$ cat src/hdl/btg_pkg.sv
// Purpose: Shared constants and types for the billing tone generator
// Assumes: Byte-wide direct register port, 16-bit indirect coefficient space
// Notes: Offsets are register numbers on the direct register port
package btg_pkg;
  // Direct register numbers
  localparam logic [7:0] REG_IRQ_STATUS = 8'h14;  // Pending timer events, write one to clear
  localparam logic [7:0] REG_IND_LO = 8'h1c;      // Indirect data, low byte
  localparam logic [7:0] REG_IND_HI = 8'h1d;      // Indirect data, high byte
  localparam logic [7:0] REG_IND_WADDR = 8'h1e;   // Write here starts an indirect write
  localparam logic [7:0] REG_IND_RADDR = 8'h1f;   // Write here starts an indirect read
  localparam logic [7:0] REG_CTRL = 8'h23;        // billing_tone_control
  localparam logic [7:0] REG_ON_LO = 8'h2c;       // tone_on_period low byte
  localparam logic [7:0] REG_ON_HI = 8'h2d;       // tone_on_period high byte
  localparam logic [7:0] REG_OFF_LO = 8'h2e;      // tone_off_period low byte
  localparam logic [7:0] REG_OFF_HI = 8'h2f;      // tone_off_period high byte
  // Indirect register numbers
  localparam logic [7:0] IND_RAMP = 8'h17;        // tone_ramp_rate
  localparam logic [7:0] IND_AMP = 8'h18;         // tone_amplitude_coeff
  localparam logic [7:0] IND_FREQ = 8'h19;        // tone_frequency_coeff
  // Control and status field positions
  localparam int CTRL_STATE_BIT = 0;              // tone_state_flag, read only
  localparam int CTRL_ON_EN_BIT = 1;              // on_timer_enable
  localparam int CTRL_OFF_EN_BIT = 2;             // off_timer_enable
  localparam int CTRL_OUT_EN_BIT = 3;             // tone_output_enable
  localparam int IRQ_ON_BIT = 0;                  // On timer expired
  localparam int IRQ_OFF_BIT = 1;                 // Off timer expired
  // Reset values and limits
  localparam logic [15:0] WORD_RST = 16'h0000;
  localparam logic [7:0] BYTE_RST = 8'h00;
  localparam logic [15:0] VOL_MAX = 16'h7fff;     // Envelope ceiling
  // Timing
  localparam int CLK_HZ = 100_000_000;
  localparam int OSC_HZ = 64_000;                 // Oscillator computation rate
  localparam int ENV_HZ = 8_000;                  // Envelope and timer rate
  localparam int ENV_DIV = OSC_HZ / ENV_HZ;       // Oscillator ticks per envelope tick
  // Register port request
  typedef struct packed {
    logic wr;
    logic [7:0] addr;
    logic [7:0] wdata;
  } btg_req_t;
  // Cadence states, one-hot
  typedef enum logic [2:0] {
    ST_IDLE = 3'b001,
    ST_ON = 3'b010,
    ST_OFF = 3'b100
  } btg_state_t;
endpackage : btg_pkg

$ cat src/hdl/btg_top.sv
// Purpose: Billing tone oscillator with envelope, cadence timers and output FIFO
// Assumes: Register port and DAC drain are synchronous to SYS_CLK
// Notes: One clock; 64 kHz and 8 kHz rates are enable pulses
`timescale 1ns/10ps

// Plain synchronous FIFO, flip-flop storage
module btg_fifo #(
  parameter int WIDTH = 16,
  parameter int DEPTH = 16
) (
  input wire logic clk,
  input wire logic rst,
  input wire logic in_valid,
  output logic in_ready,
  input wire logic [WIDTH-1:0] in_data,
  output logic out_valid,
  input wire logic out_ready,
  output logic [WIDTH-1:0] out_data
);
  localparam int AW = $clog2(DEPTH);
  // Pointer wrap relies on a power-of-two depth, so refuse anything else at build time
  if (DEPTH < 2 || (1 << AW) != DEPTH) begin : g_bad_depth
    $error("DEPTH must be a power of two");
  end
  logic [WIDTH-1:0] mem_ff [DEPTH];  // Storage
  logic [AW-1:0] wr_ptr_ff;          // Write index
  logic [AW-1:0] rd_ptr_ff;          // Read index
  logic [AW:0] count_ff;             // Occupancy
  wire push = in_valid & in_ready;
  wire pop = out_valid & out_ready;
  assign in_ready = (count_ff != (AW + 1)'(DEPTH));
  assign out_valid = (count_ff != '0);
  assign out_data = mem_ff[rd_ptr_ff];

  // Store on push
  always_ff @(posedge clk) begin
    if (push) begin
      mem_ff[wr_ptr_ff] <= in_data;
    end
  end

  // Pointers and occupancy
  always_ff @(posedge clk) begin
    if (rst) begin
      wr_ptr_ff <= '0;
      rd_ptr_ff <= '0;
      count_ff <= '0;
    end else begin
      wr_ptr_ff <= wr_ptr_ff + AW'(push);
      rd_ptr_ff <= rd_ptr_ff + AW'(pop);
      count_ff <= count_ff + (AW + 1)'(push) - (AW + 1)'(pop);
    end
  end
endmodule : btg_fifo

module btg_top #(
  parameter int FIFO_DEPTH = 16
) (
  input wire logic SYS_CLK,
  input wire logic SRST,
  input wire logic REG_WR,
  input wire logic [7:0] REG_ADDR,
  input wire logic [7:0] REG_WDATA,
  output logic [7:0] REG_RDATA,
  output logic [15:0] DAC_DATA,
  output logic DAC_VALID,
  input wire logic DAC_READY,
  output logic ON_TIMER_IRQ,
  output logic OFF_TIMER_IRQ
);
  // Refuse a FIFO too shallow to absorb a stall, at build time
  if (FIFO_DEPTH < 2) begin : g_bad_fifo
    $error("FIFO_DEPTH too small");
  end

  // Clamp a wide signed value into 16 bits
  function automatic logic [15:0] sat16(input logic signed [17:0] v);
    if (v > 18'sd32767) return 16'h7fff;
    else if (v < -18'sd32768) return 16'h8000;
    else return v[15:0];
  endfunction : sat16

  btg_pkg::btg_req_t req;            // Register write request
  assign req = '{wr: REG_WR, addr: REG_ADDR, wdata: REG_WDATA};
  // Register address decodes
  wire wr_ctrl = req.wr && req.addr == btg_pkg::REG_CTRL;
  wire wr_irq = req.wr && req.addr == btg_pkg::REG_IRQ_STATUS;
  wire wr_ilo = req.wr && req.addr == btg_pkg::REG_IND_LO;
  wire wr_ihi = req.wr && req.addr == btg_pkg::REG_IND_HI;
  wire wr_iw = req.wr && req.addr == btg_pkg::REG_IND_WADDR;
  wire wr_ir = req.wr && req.addr == btg_pkg::REG_IND_RADDR;

  // Software state
  logic [15:0] ramp_ff;              // tone_ramp_rate
  logic [15:0] amp_ff;               // tone_amplitude_coeff
  logic [15:0] freq_ff;              // tone_frequency_coeff
  logic [15:0] ind_data_ff;          // Indirect data window
  logic [15:0] on_per_ff;            // tone_on_period
  logic [15:0] off_per_ff;           // tone_off_period
  logic on_en_ff;                    // on_timer_enable
  logic off_en_ff;                   // off_timer_enable
  logic out_en_ff;                   // tone_output_enable
  logic [1:0] irq_ff;                // Pending expiry events

  // Tone state
  btg_pkg::btg_state_t state_ff, nxt_state;
  logic [15:0] timer_ff, nxt_timer;  // Cadence down-counter
  logic [15:0] vol_ff, nxt_vol;      // Envelope volume
  logic [15:0] ya_ff, yb_ff;         // Last two oscillator samples
  logic [31:0] acc_ff;               // Fractional rate accumulator
  logic [2:0] envdiv_ff;             // Oscillator ticks to envelope tick
  logic on_exp, off_exp;             // Expiry pulses

  // 64 kHz from 100 MHz is not an integer ratio, so an accumulator spreads the
  // remainder instead of letting the tone frequency drift.
  wire [31:0] acc_sum = acc_ff + 32'(btg_pkg::OSC_HZ);
  wire osc_raw = acc_sum >= 32'(btg_pkg::CLK_HZ);
  wire fifo_ready;
  wire tick = osc_raw & fifo_ready;  // A full FIFO holds back the whole tone engine
  wire env_tick = tick && envdiv_ff == 3'(btg_pkg::ENV_DIV - 1);

  // Indirect read target
  wire [15:0] ind_rsel = (req.wdata == btg_pkg::IND_RAMP) ? ramp_ff :
                         (req.wdata == btg_pkg::IND_AMP) ? amp_ff :
                         (req.wdata == btg_pkg::IND_FREQ) ? freq_ff : btg_pkg::WORD_RST;

  // Rate dividers
  always_ff @(posedge SYS_CLK) begin
    if (SRST) begin
      acc_ff <= '0;
      envdiv_ff <= '0;
    end else begin
      acc_ff <= osc_raw ? acc_sum - 32'(btg_pkg::CLK_HZ) : acc_sum;
      if (tick) envdiv_ff <= env_tick ? 3'h0 : envdiv_ff + 3'h1;
    end
  end

  // Direct registers and the indirect window
  always_ff @(posedge SYS_CLK) begin
    if (SRST) begin
      ramp_ff <= btg_pkg::WORD_RST;
      amp_ff <= btg_pkg::WORD_RST;
      freq_ff <= btg_pkg::WORD_RST;
      ind_data_ff <= btg_pkg::WORD_RST;
      on_per_ff <= btg_pkg::WORD_RST;
      off_per_ff <= btg_pkg::WORD_RST;
      {on_en_ff, off_en_ff, out_en_ff} <= 3'h0;
    end else begin
      if (wr_ilo) ind_data_ff[7:0] <= req.wdata;
      if (wr_ihi) ind_data_ff[15:8] <= req.wdata;
      if (wr_ir) ind_data_ff <= ind_rsel;
      if (wr_iw && req.wdata == btg_pkg::IND_RAMP) ramp_ff <= ind_data_ff;
      if (wr_iw && req.wdata == btg_pkg::IND_AMP) amp_ff <= ind_data_ff;
      if (wr_iw && req.wdata == btg_pkg::IND_FREQ) freq_ff <= ind_data_ff;
      if (req.wr && req.addr == btg_pkg::REG_ON_LO) on_per_ff[7:0] <= req.wdata;
      if (req.wr && req.addr == btg_pkg::REG_ON_HI) on_per_ff[15:8] <= req.wdata;
      if (req.wr && req.addr == btg_pkg::REG_OFF_LO) off_per_ff[7:0] <= req.wdata;
      if (req.wr && req.addr == btg_pkg::REG_OFF_HI) off_per_ff[15:8] <= req.wdata;
      if (wr_ctrl) begin
        on_en_ff <= req.wdata[btg_pkg::CTRL_ON_EN_BIT];
        off_en_ff <= req.wdata[btg_pkg::CTRL_OFF_EN_BIT];
        out_en_ff <= req.wdata[btg_pkg::CTRL_OUT_EN_BIT];
      end
    end
  end

  // Pending events; a new expiry wins over a clear in the same cycle
  always_ff @(posedge SYS_CLK) begin
    if (SRST) begin
      irq_ff <= 2'h0;
    end else begin
      irq_ff <= (irq_ff & ~(wr_irq ? req.wdata[1:0] : 2'h0)) | {off_exp, on_exp};
    end
  end
  assign ON_TIMER_IRQ = irq_ff[btg_pkg::IRQ_ON_BIT];
  assign OFF_TIMER_IRQ = irq_ff[btg_pkg::IRQ_OFF_BIT];

  // Register read mux
  wire [7:0] ctrl_rd = {4'h0, out_en_ff, off_en_ff, on_en_ff, state_ff == btg_pkg::ST_ON};
  assign REG_RDATA = (REG_ADDR == btg_pkg::REG_CTRL) ? ctrl_rd :
                     (REG_ADDR == btg_pkg::REG_IRQ_STATUS) ? {6'h0, irq_ff} :
                     (REG_ADDR == btg_pkg::REG_IND_LO) ? ind_data_ff[7:0] :
                     (REG_ADDR == btg_pkg::REG_IND_HI) ? ind_data_ff[15:8] :
                     (REG_ADDR == btg_pkg::REG_ON_LO) ? on_per_ff[7:0] :
                     (REG_ADDR == btg_pkg::REG_ON_HI) ? on_per_ff[15:8] :
                     (REG_ADDR == btg_pkg::REG_OFF_LO) ? off_per_ff[7:0] :
                     (REG_ADDR == btg_pkg::REG_OFF_HI) ? off_per_ff[15:8] : btg_pkg::BYTE_RST;

  // Cadence state machine and timer
  wire tmr_zero = (timer_ff == 16'h0000);
  always_comb begin
    nxt_state = state_ff;
    nxt_timer = timer_ff;
    on_exp = 1'b0;
    off_exp = 1'b0;
    case (state_ff)
      btg_pkg::ST_IDLE: begin
        if (out_en_ff) begin
          nxt_state = btg_pkg::ST_ON;
          nxt_timer = on_per_ff;
        end
      end
      btg_pkg::ST_ON: begin
        if (!out_en_ff) begin
          nxt_state = btg_pkg::ST_IDLE;
        end else if (on_en_ff && env_tick) begin
          if (tmr_zero) begin
            on_exp = 1'b1;
            nxt_state = off_en_ff ? btg_pkg::ST_OFF : btg_pkg::ST_IDLE;
            nxt_timer = off_per_ff;
          end else begin
            nxt_timer = timer_ff - 16'h0001;
          end
        end
      end
      btg_pkg::ST_OFF: begin
        if (!out_en_ff || !off_en_ff) begin
          nxt_state = btg_pkg::ST_IDLE;
        end else if (env_tick) begin
          if (tmr_zero) begin
            off_exp = 1'b1;
            nxt_state = btg_pkg::ST_ON;
            nxt_timer = on_per_ff;
          end else begin
            nxt_timer = timer_ff - 16'h0001;
          end
        end
      end
      default: begin
        nxt_state = btg_pkg::ST_IDLE;
      end
    endcase
  end

  // State and cadence timer; a lone on period with output still enabled restarts next cycle
  always_ff @(posedge SYS_CLK) begin
    if (SRST) begin
      state_ff <= btg_pkg::ST_IDLE;
      timer_ff <= btg_pkg::WORD_RST;
    end else begin
      state_ff <= nxt_state;
      timer_ff <= nxt_timer;
    end
  end

  // Envelope: saturating linear ramp toward ceiling or zero
  wire [16:0] vol_up = {1'b0, vol_ff} + {1'b0, ramp_ff};
  wire vol_on = (state_ff == btg_pkg::ST_ON);
  always_comb begin
    nxt_vol = vol_ff;
    if (env_tick && vol_on) begin
      nxt_vol = (vol_up > {1'b0, btg_pkg::VOL_MAX}) ? btg_pkg::VOL_MAX : vol_up[15:0];
    end else if (env_tick) begin
      nxt_vol = (vol_ff > ramp_ff) ? vol_ff - ramp_ff : 16'h0000;
    end
  end

  // Recursive oscillator: y[n] = 2c*y[n-1] - y[n-2], coefficient scaled by 2^15
  wire burst_start = (state_ff != btg_pkg::ST_ON) && (nxt_state == btg_pkg::ST_ON);
  wire signed [31:0] cy = $signed(freq_ff) * $signed(ya_ff);
  wire [15:0] y_next = sat16(18'(cy >>> 14) - 18'($signed(yb_ff)));
  wire running = vol_on || (vol_ff != 16'h0000);
  always_ff @(posedge SYS_CLK) begin
    if (SRST) begin
      vol_ff <= btg_pkg::WORD_RST;
      ya_ff <= btg_pkg::WORD_RST;
      yb_ff <= btg_pkg::WORD_RST;
    end else begin
      vol_ff <= nxt_vol;
      if (burst_start && !running) begin
        ya_ff <= btg_pkg::WORD_RST;
        yb_ff <= 16'h0000 - amp_ff;
      end else if (tick && running) begin
        ya_ff <= y_next;
        yb_ff <= ya_ff;
      end
    end
  end

  // Scale by envelope; silence once volume reaches zero outside ST_ON
  wire signed [32:0] scaled = $signed(ya_ff) * $signed({1'b0, vol_ff});
  wire [15:0] sample = running ? scaled[30:15] : 16'h0000;

  btg_fifo #(.WIDTH(16), .DEPTH(FIFO_DEPTH)) u_fifo (
    .clk(SYS_CLK),
    .rst(SRST),
    .in_valid(osc_raw),
    .in_ready(fifo_ready),
    .in_data(sample),
    .out_valid(DAC_VALID),
    .out_ready(DAC_READY),
    .out_data(DAC_DATA)
  );
endmodule : btg_top

$ cat config.mk
export PLATFORM = sky130hd
export DESIGN_NAME = btg_top
export DESIGN_NICKNAME = d
export VERILOG_FILES = /design/src/hdl/btg_pkg.sv /design/src/hdl/btg_top.sv
export SDC_FILE = /design/constraint.sdc
export NUM_CORES = 2
export LEC_CHECK = 0
export BUFFER_PORTS_ARGS = -buffer_cell sky130_fd_sc_hd__buf_4
export CAP_MARGIN = 40
export CORE_MARGIN = 10
export CORE_UTILIZATION = 24
export CTS_BUF_LIST = sky130_fd_sc_hd__clkbuf_16
export CTS_CLUSTER_DIAMETER = 150
export DETAILED_ROUTE_END_ITERATION = 10
export GPL_TIMING_DRIVEN = 0
export PLACE_DENSITY = 0.42
export SLEW_MARGIN = 25
export SYNTH_ARGS = -nofsm -noshare
export SYNTH_HDL_FRONTEND = slang
export SYNTH_SLANG_ARGS = --single-unit
export TNS_END_PERCENT = 20
$ cat constraint.sdc
create_clock -name SYS_CLK -period 9.1 [get_ports SYS_CLK]
set_input_delay 1.82 -clock SYS_CLK [delete_from_list [all_inputs] [get_ports SYS_CLK]]
set_output_delay 1.82 -clock SYS_CLK [all_outputs]
set_load 0.01 [all_outputs]
==> results.yml <==
route:
  vias: 29700
  drc: 0
  drt-pass1-iter-count: 6
  vias_per_cell: 4.59
  drt_iter0_markers: 2140
  drtAntennaViolNets: 0
  wire_per_inst_um: 20.3
  wl_mm: 131
synthesis:
  yosysTopAreaCell: "fa_1"
  synth-seq-area-share: 0.293
  synth_nets: 4804
  synth_edf_count: 256
  syn_avg_cell_area_um2: 9.92
  synth_cells: 4071
  synth-seq-cells: 464
  yosys_warnings: 0
  ys.flop_type: "edfxtp_1"
  async_reset_ff_frac: 0
  post_synth_num_cell_types: 84
  synth.area.top_cells: "fa_1 23%, edfxtp_1 19%, dfxtp_1 10%"
  yosysTopAreaCellShare: 0.227
  netlist_area_mm2: 0.0404
sta:
  setup_viol: 0
  fin_worst_skew_ps: 54.8
  finalMaxSlewViolations: 0
  fin_crit_sh: 0.959
  worst_pin_slew_ps: 870
  hold_viol_final: 0
  fin_setup_tns_ps: 0
  period_needed_ps: 8730
  slew_headroom: 0.420
  fmax_mhz: 115
  worst_slack_ps: 373
finish:
  nFillCells: 17700
  fin_cells: 6483
  ff_latch_area_mm2: 0.0119
  drive_above_1_share: 0.102
  syn2layout_area_growth_pct: 14.9
  final_common_cell: "inv_1"
  final_nets: 4968
  multi_input_area_mm2: 0.0257
  mostFrequentLayoutCells: "598 x inv_1, 472 x nand2_1, 456 x fa_1"
floorplan:
  fp-row-count: 150
  die_h_um: 430
  ios: 47
  coreArea_mm2: 0.167
  dieArea_mm2: 0.185
  die_w_um: 430
  initial_core_util: 0.242
placement:
  io_buffers: 37
  post-place-cells: 6381
  place.gp.congestion: 0.842
  post-place-ws_ps: -1130
  hpwlAfterDp_mm: 104
power:
  p_leak_nw: 19.7
  p_per_area_mw_per_mm2: 129
  vdd_ir_drop_max_uv: 126
cts:
  insertion_delay_ps: 650
  cts_tree: "built"
  clock_path_buffers: 3
  numCtsBuffers: 52
  clock-root-buffer: "clkbuf_16"
  path_clk_slew_ps: 60
  ctsHoldBuffers: 0
  cts_num_sinks: 464
  htreeDepth: 2
run:
  cap_violations: 0
setup_path:
  slowest_delay_ps: 530
  cp_slowest_cell: "or4_4"
  cp_max_fo: 10
  timing.rr.end: "ya_ff[14]"
  end_kind: "flop"
  rrSetupSlack_ps: 370
  critPathRequiredTime_ps: 9660
  cp_data_arrival_time_ps: 9290
  r2r_cells: 31
  start_kind: "flop"
  critical_path_class: "reg -> reg"
  timing.rr.start: "ya_ff[5]"
  crit_top_cell: "fa_1"
global_routing:
  overflow: 0
  grt_use_total: 0.140
  antenna_found_initial: 4
  grt_pass1_wl_mm: 200
  grt_pass1_vias: 31000
  grt_max_degree: 17
worst_hold_path:
  worstHoldStart: "yb_ff[8]"
  worstHoldPathCells: 2
  holdPathEnd: "yb_ff[8]"
  hp-class: "reg -> reg"
run_status:
  outcome: "completed"
routing by layer:
layer	up-vias	global-route usage	share of wire
li1	13800	-	-
met1	15100	0.198	0.47
met2	684	0.225	0.45
met3	156	0.0222	0.049
met4	0	0.0322	0.024
met5	-	0	0
per-stage QoR:
stage,power [mW],hold WS [ps],util,cell area (um2)
floorplan,3.41,432,-,40400
global placement,3.90,443,0.260,43400
detailed placement,3.98,444,0.265,44300
CTS,6.09,452,0.276,46200
global route,6.30,480,0.278,46400
finish,6.01,453,0.278,46400
power breakdown:
group | switching [mW] | total (mW) | internal [mW]
clock network | 0.947 | 2.10 | 1.15
logic | 0.819 | 1.46 | 0.639
registers | 0.0931 | 2.45 | 2.36
total | 1.86 | 6.01 | 4.15
how the worst max path moves through the flow:
stage | start | end | cells after the start
2_1_floorplan | freq_ff[15] | ya_ff[14] | 33
6_report | ya_ff[5] | ya_ff[14] | 31
3_5_place_dp | freq_ff[11] | ya_ff[14] | 34
3_3_place_gp | ya_ff[8] | ya_ff[12] | 33
5_1_grt | ya_ff[4] | ya_ff[10] | 29
4_1_cts | ya_ff[2] | ya_ff[14] | 34
cell usage after synthesis, drive strengths merged, types with 6 or more instances:
| cell | instances |
|---|---|
| xnor2 | 91 |
| nor3 | 65 |
| mux2i | 63 |
| a211o | 7 |
| nand2b | 43 |
| a222oi | 7 |
| dfxtp | 208 |
| a22oi | 32 |
| nand3b | 9 |
| ha | 255 |
| nand2 | 472 |
| o21ai | 60 |
| o221ai | 6 |
| o211ai | 16 |
| nor2 | 269 |
| a21oi | 191 |
| o31ai | 7 |
| and3 | 19 |
| and2 | 225 |
| xor2 | 36 |
| or4 | 7 |
| nor3b | 10 |
| o21bai | 9 |
| a211oi | 45 |
| clkbuf | 192 |
| nand3 | 81 |
| buf | 28 |
| nor4 | 18 |
| mux4 | 80 |
| o22ai | 14 |
| nor2b | 28 |
| fa | 458 |
| o21a | 13 |
| a31oi | 21 |
| or3 | 11 |
| inv | 594 |
| a22o | 7 |
| nand4 | 20 |
| edfxtp | 256 |
| a21o | 22 |
worst max-delay path, delay by kind of cell (launching register included):
family / cells / cell delay [ps]
buffers and inverters: 7 / 1060
AND/OR/NAND/NOR: 5 / 1260
adder cells (fa/ha/maj): 8 / 3480
AO/OA/AOI/OAI: 9 / 2050
XOR/XNOR: 2 / 290
flip-flops: 1 / 500
logic make-up (layout without fill, tap and decap cells):
group	Yosys count	count (layout)	synth area share
compound gates	513	513	0.0827
fa+ha+maj	713	713	0.306
other cells	0	2	0
xor+xnor	127	127	0.0275
flops	464	464	0.293
mux	144	144	0.0605
simple gates	1296	1296	0.153
buf+inv	814	1020	0.0769
state kept, by name (all words and copies together), names as in the netlist, 2 cells and up:
name,flops
freq_ff,16
ya_ff,16
envdiv_ff,3
irq_ff,2
u_fifo.count_ff,5
ramp_ff,16
off_per_ff,16
acc_ff,24
amp_ff,16
on_per_ff,16
state_ff,3
yb_ff,16
vol_ff,16
ind_data_ff,16
timer_ff,16
u_fifo.mem_ff,256
u_fifo.wr_ptr_ff,4
u_fifo.rd_ptr_ff,4
timing repair:
item	in CTS	in global routing
gates resized for setup	111	69
endpoints found under the hold margin	0	0
setup buffers	3	11
setup endpoints to repair	16	15
pin swaps	2	8
area by class of cell:
type	instances	share of cell area
Multi-Input combinational cell	2793	0.553
Sequential cell	464	0.257
Tap cell	2204	0.0594
Inverter	594	0.0481
Clock buffer	53	0.0286
Timing Repair Buffer	125	0.0252
Buffer	205	0.0211
Clock inverter	43	0.00757
Antenna cell	2	0.000108
Note: power is estimated with default switching activity, not from simulation.
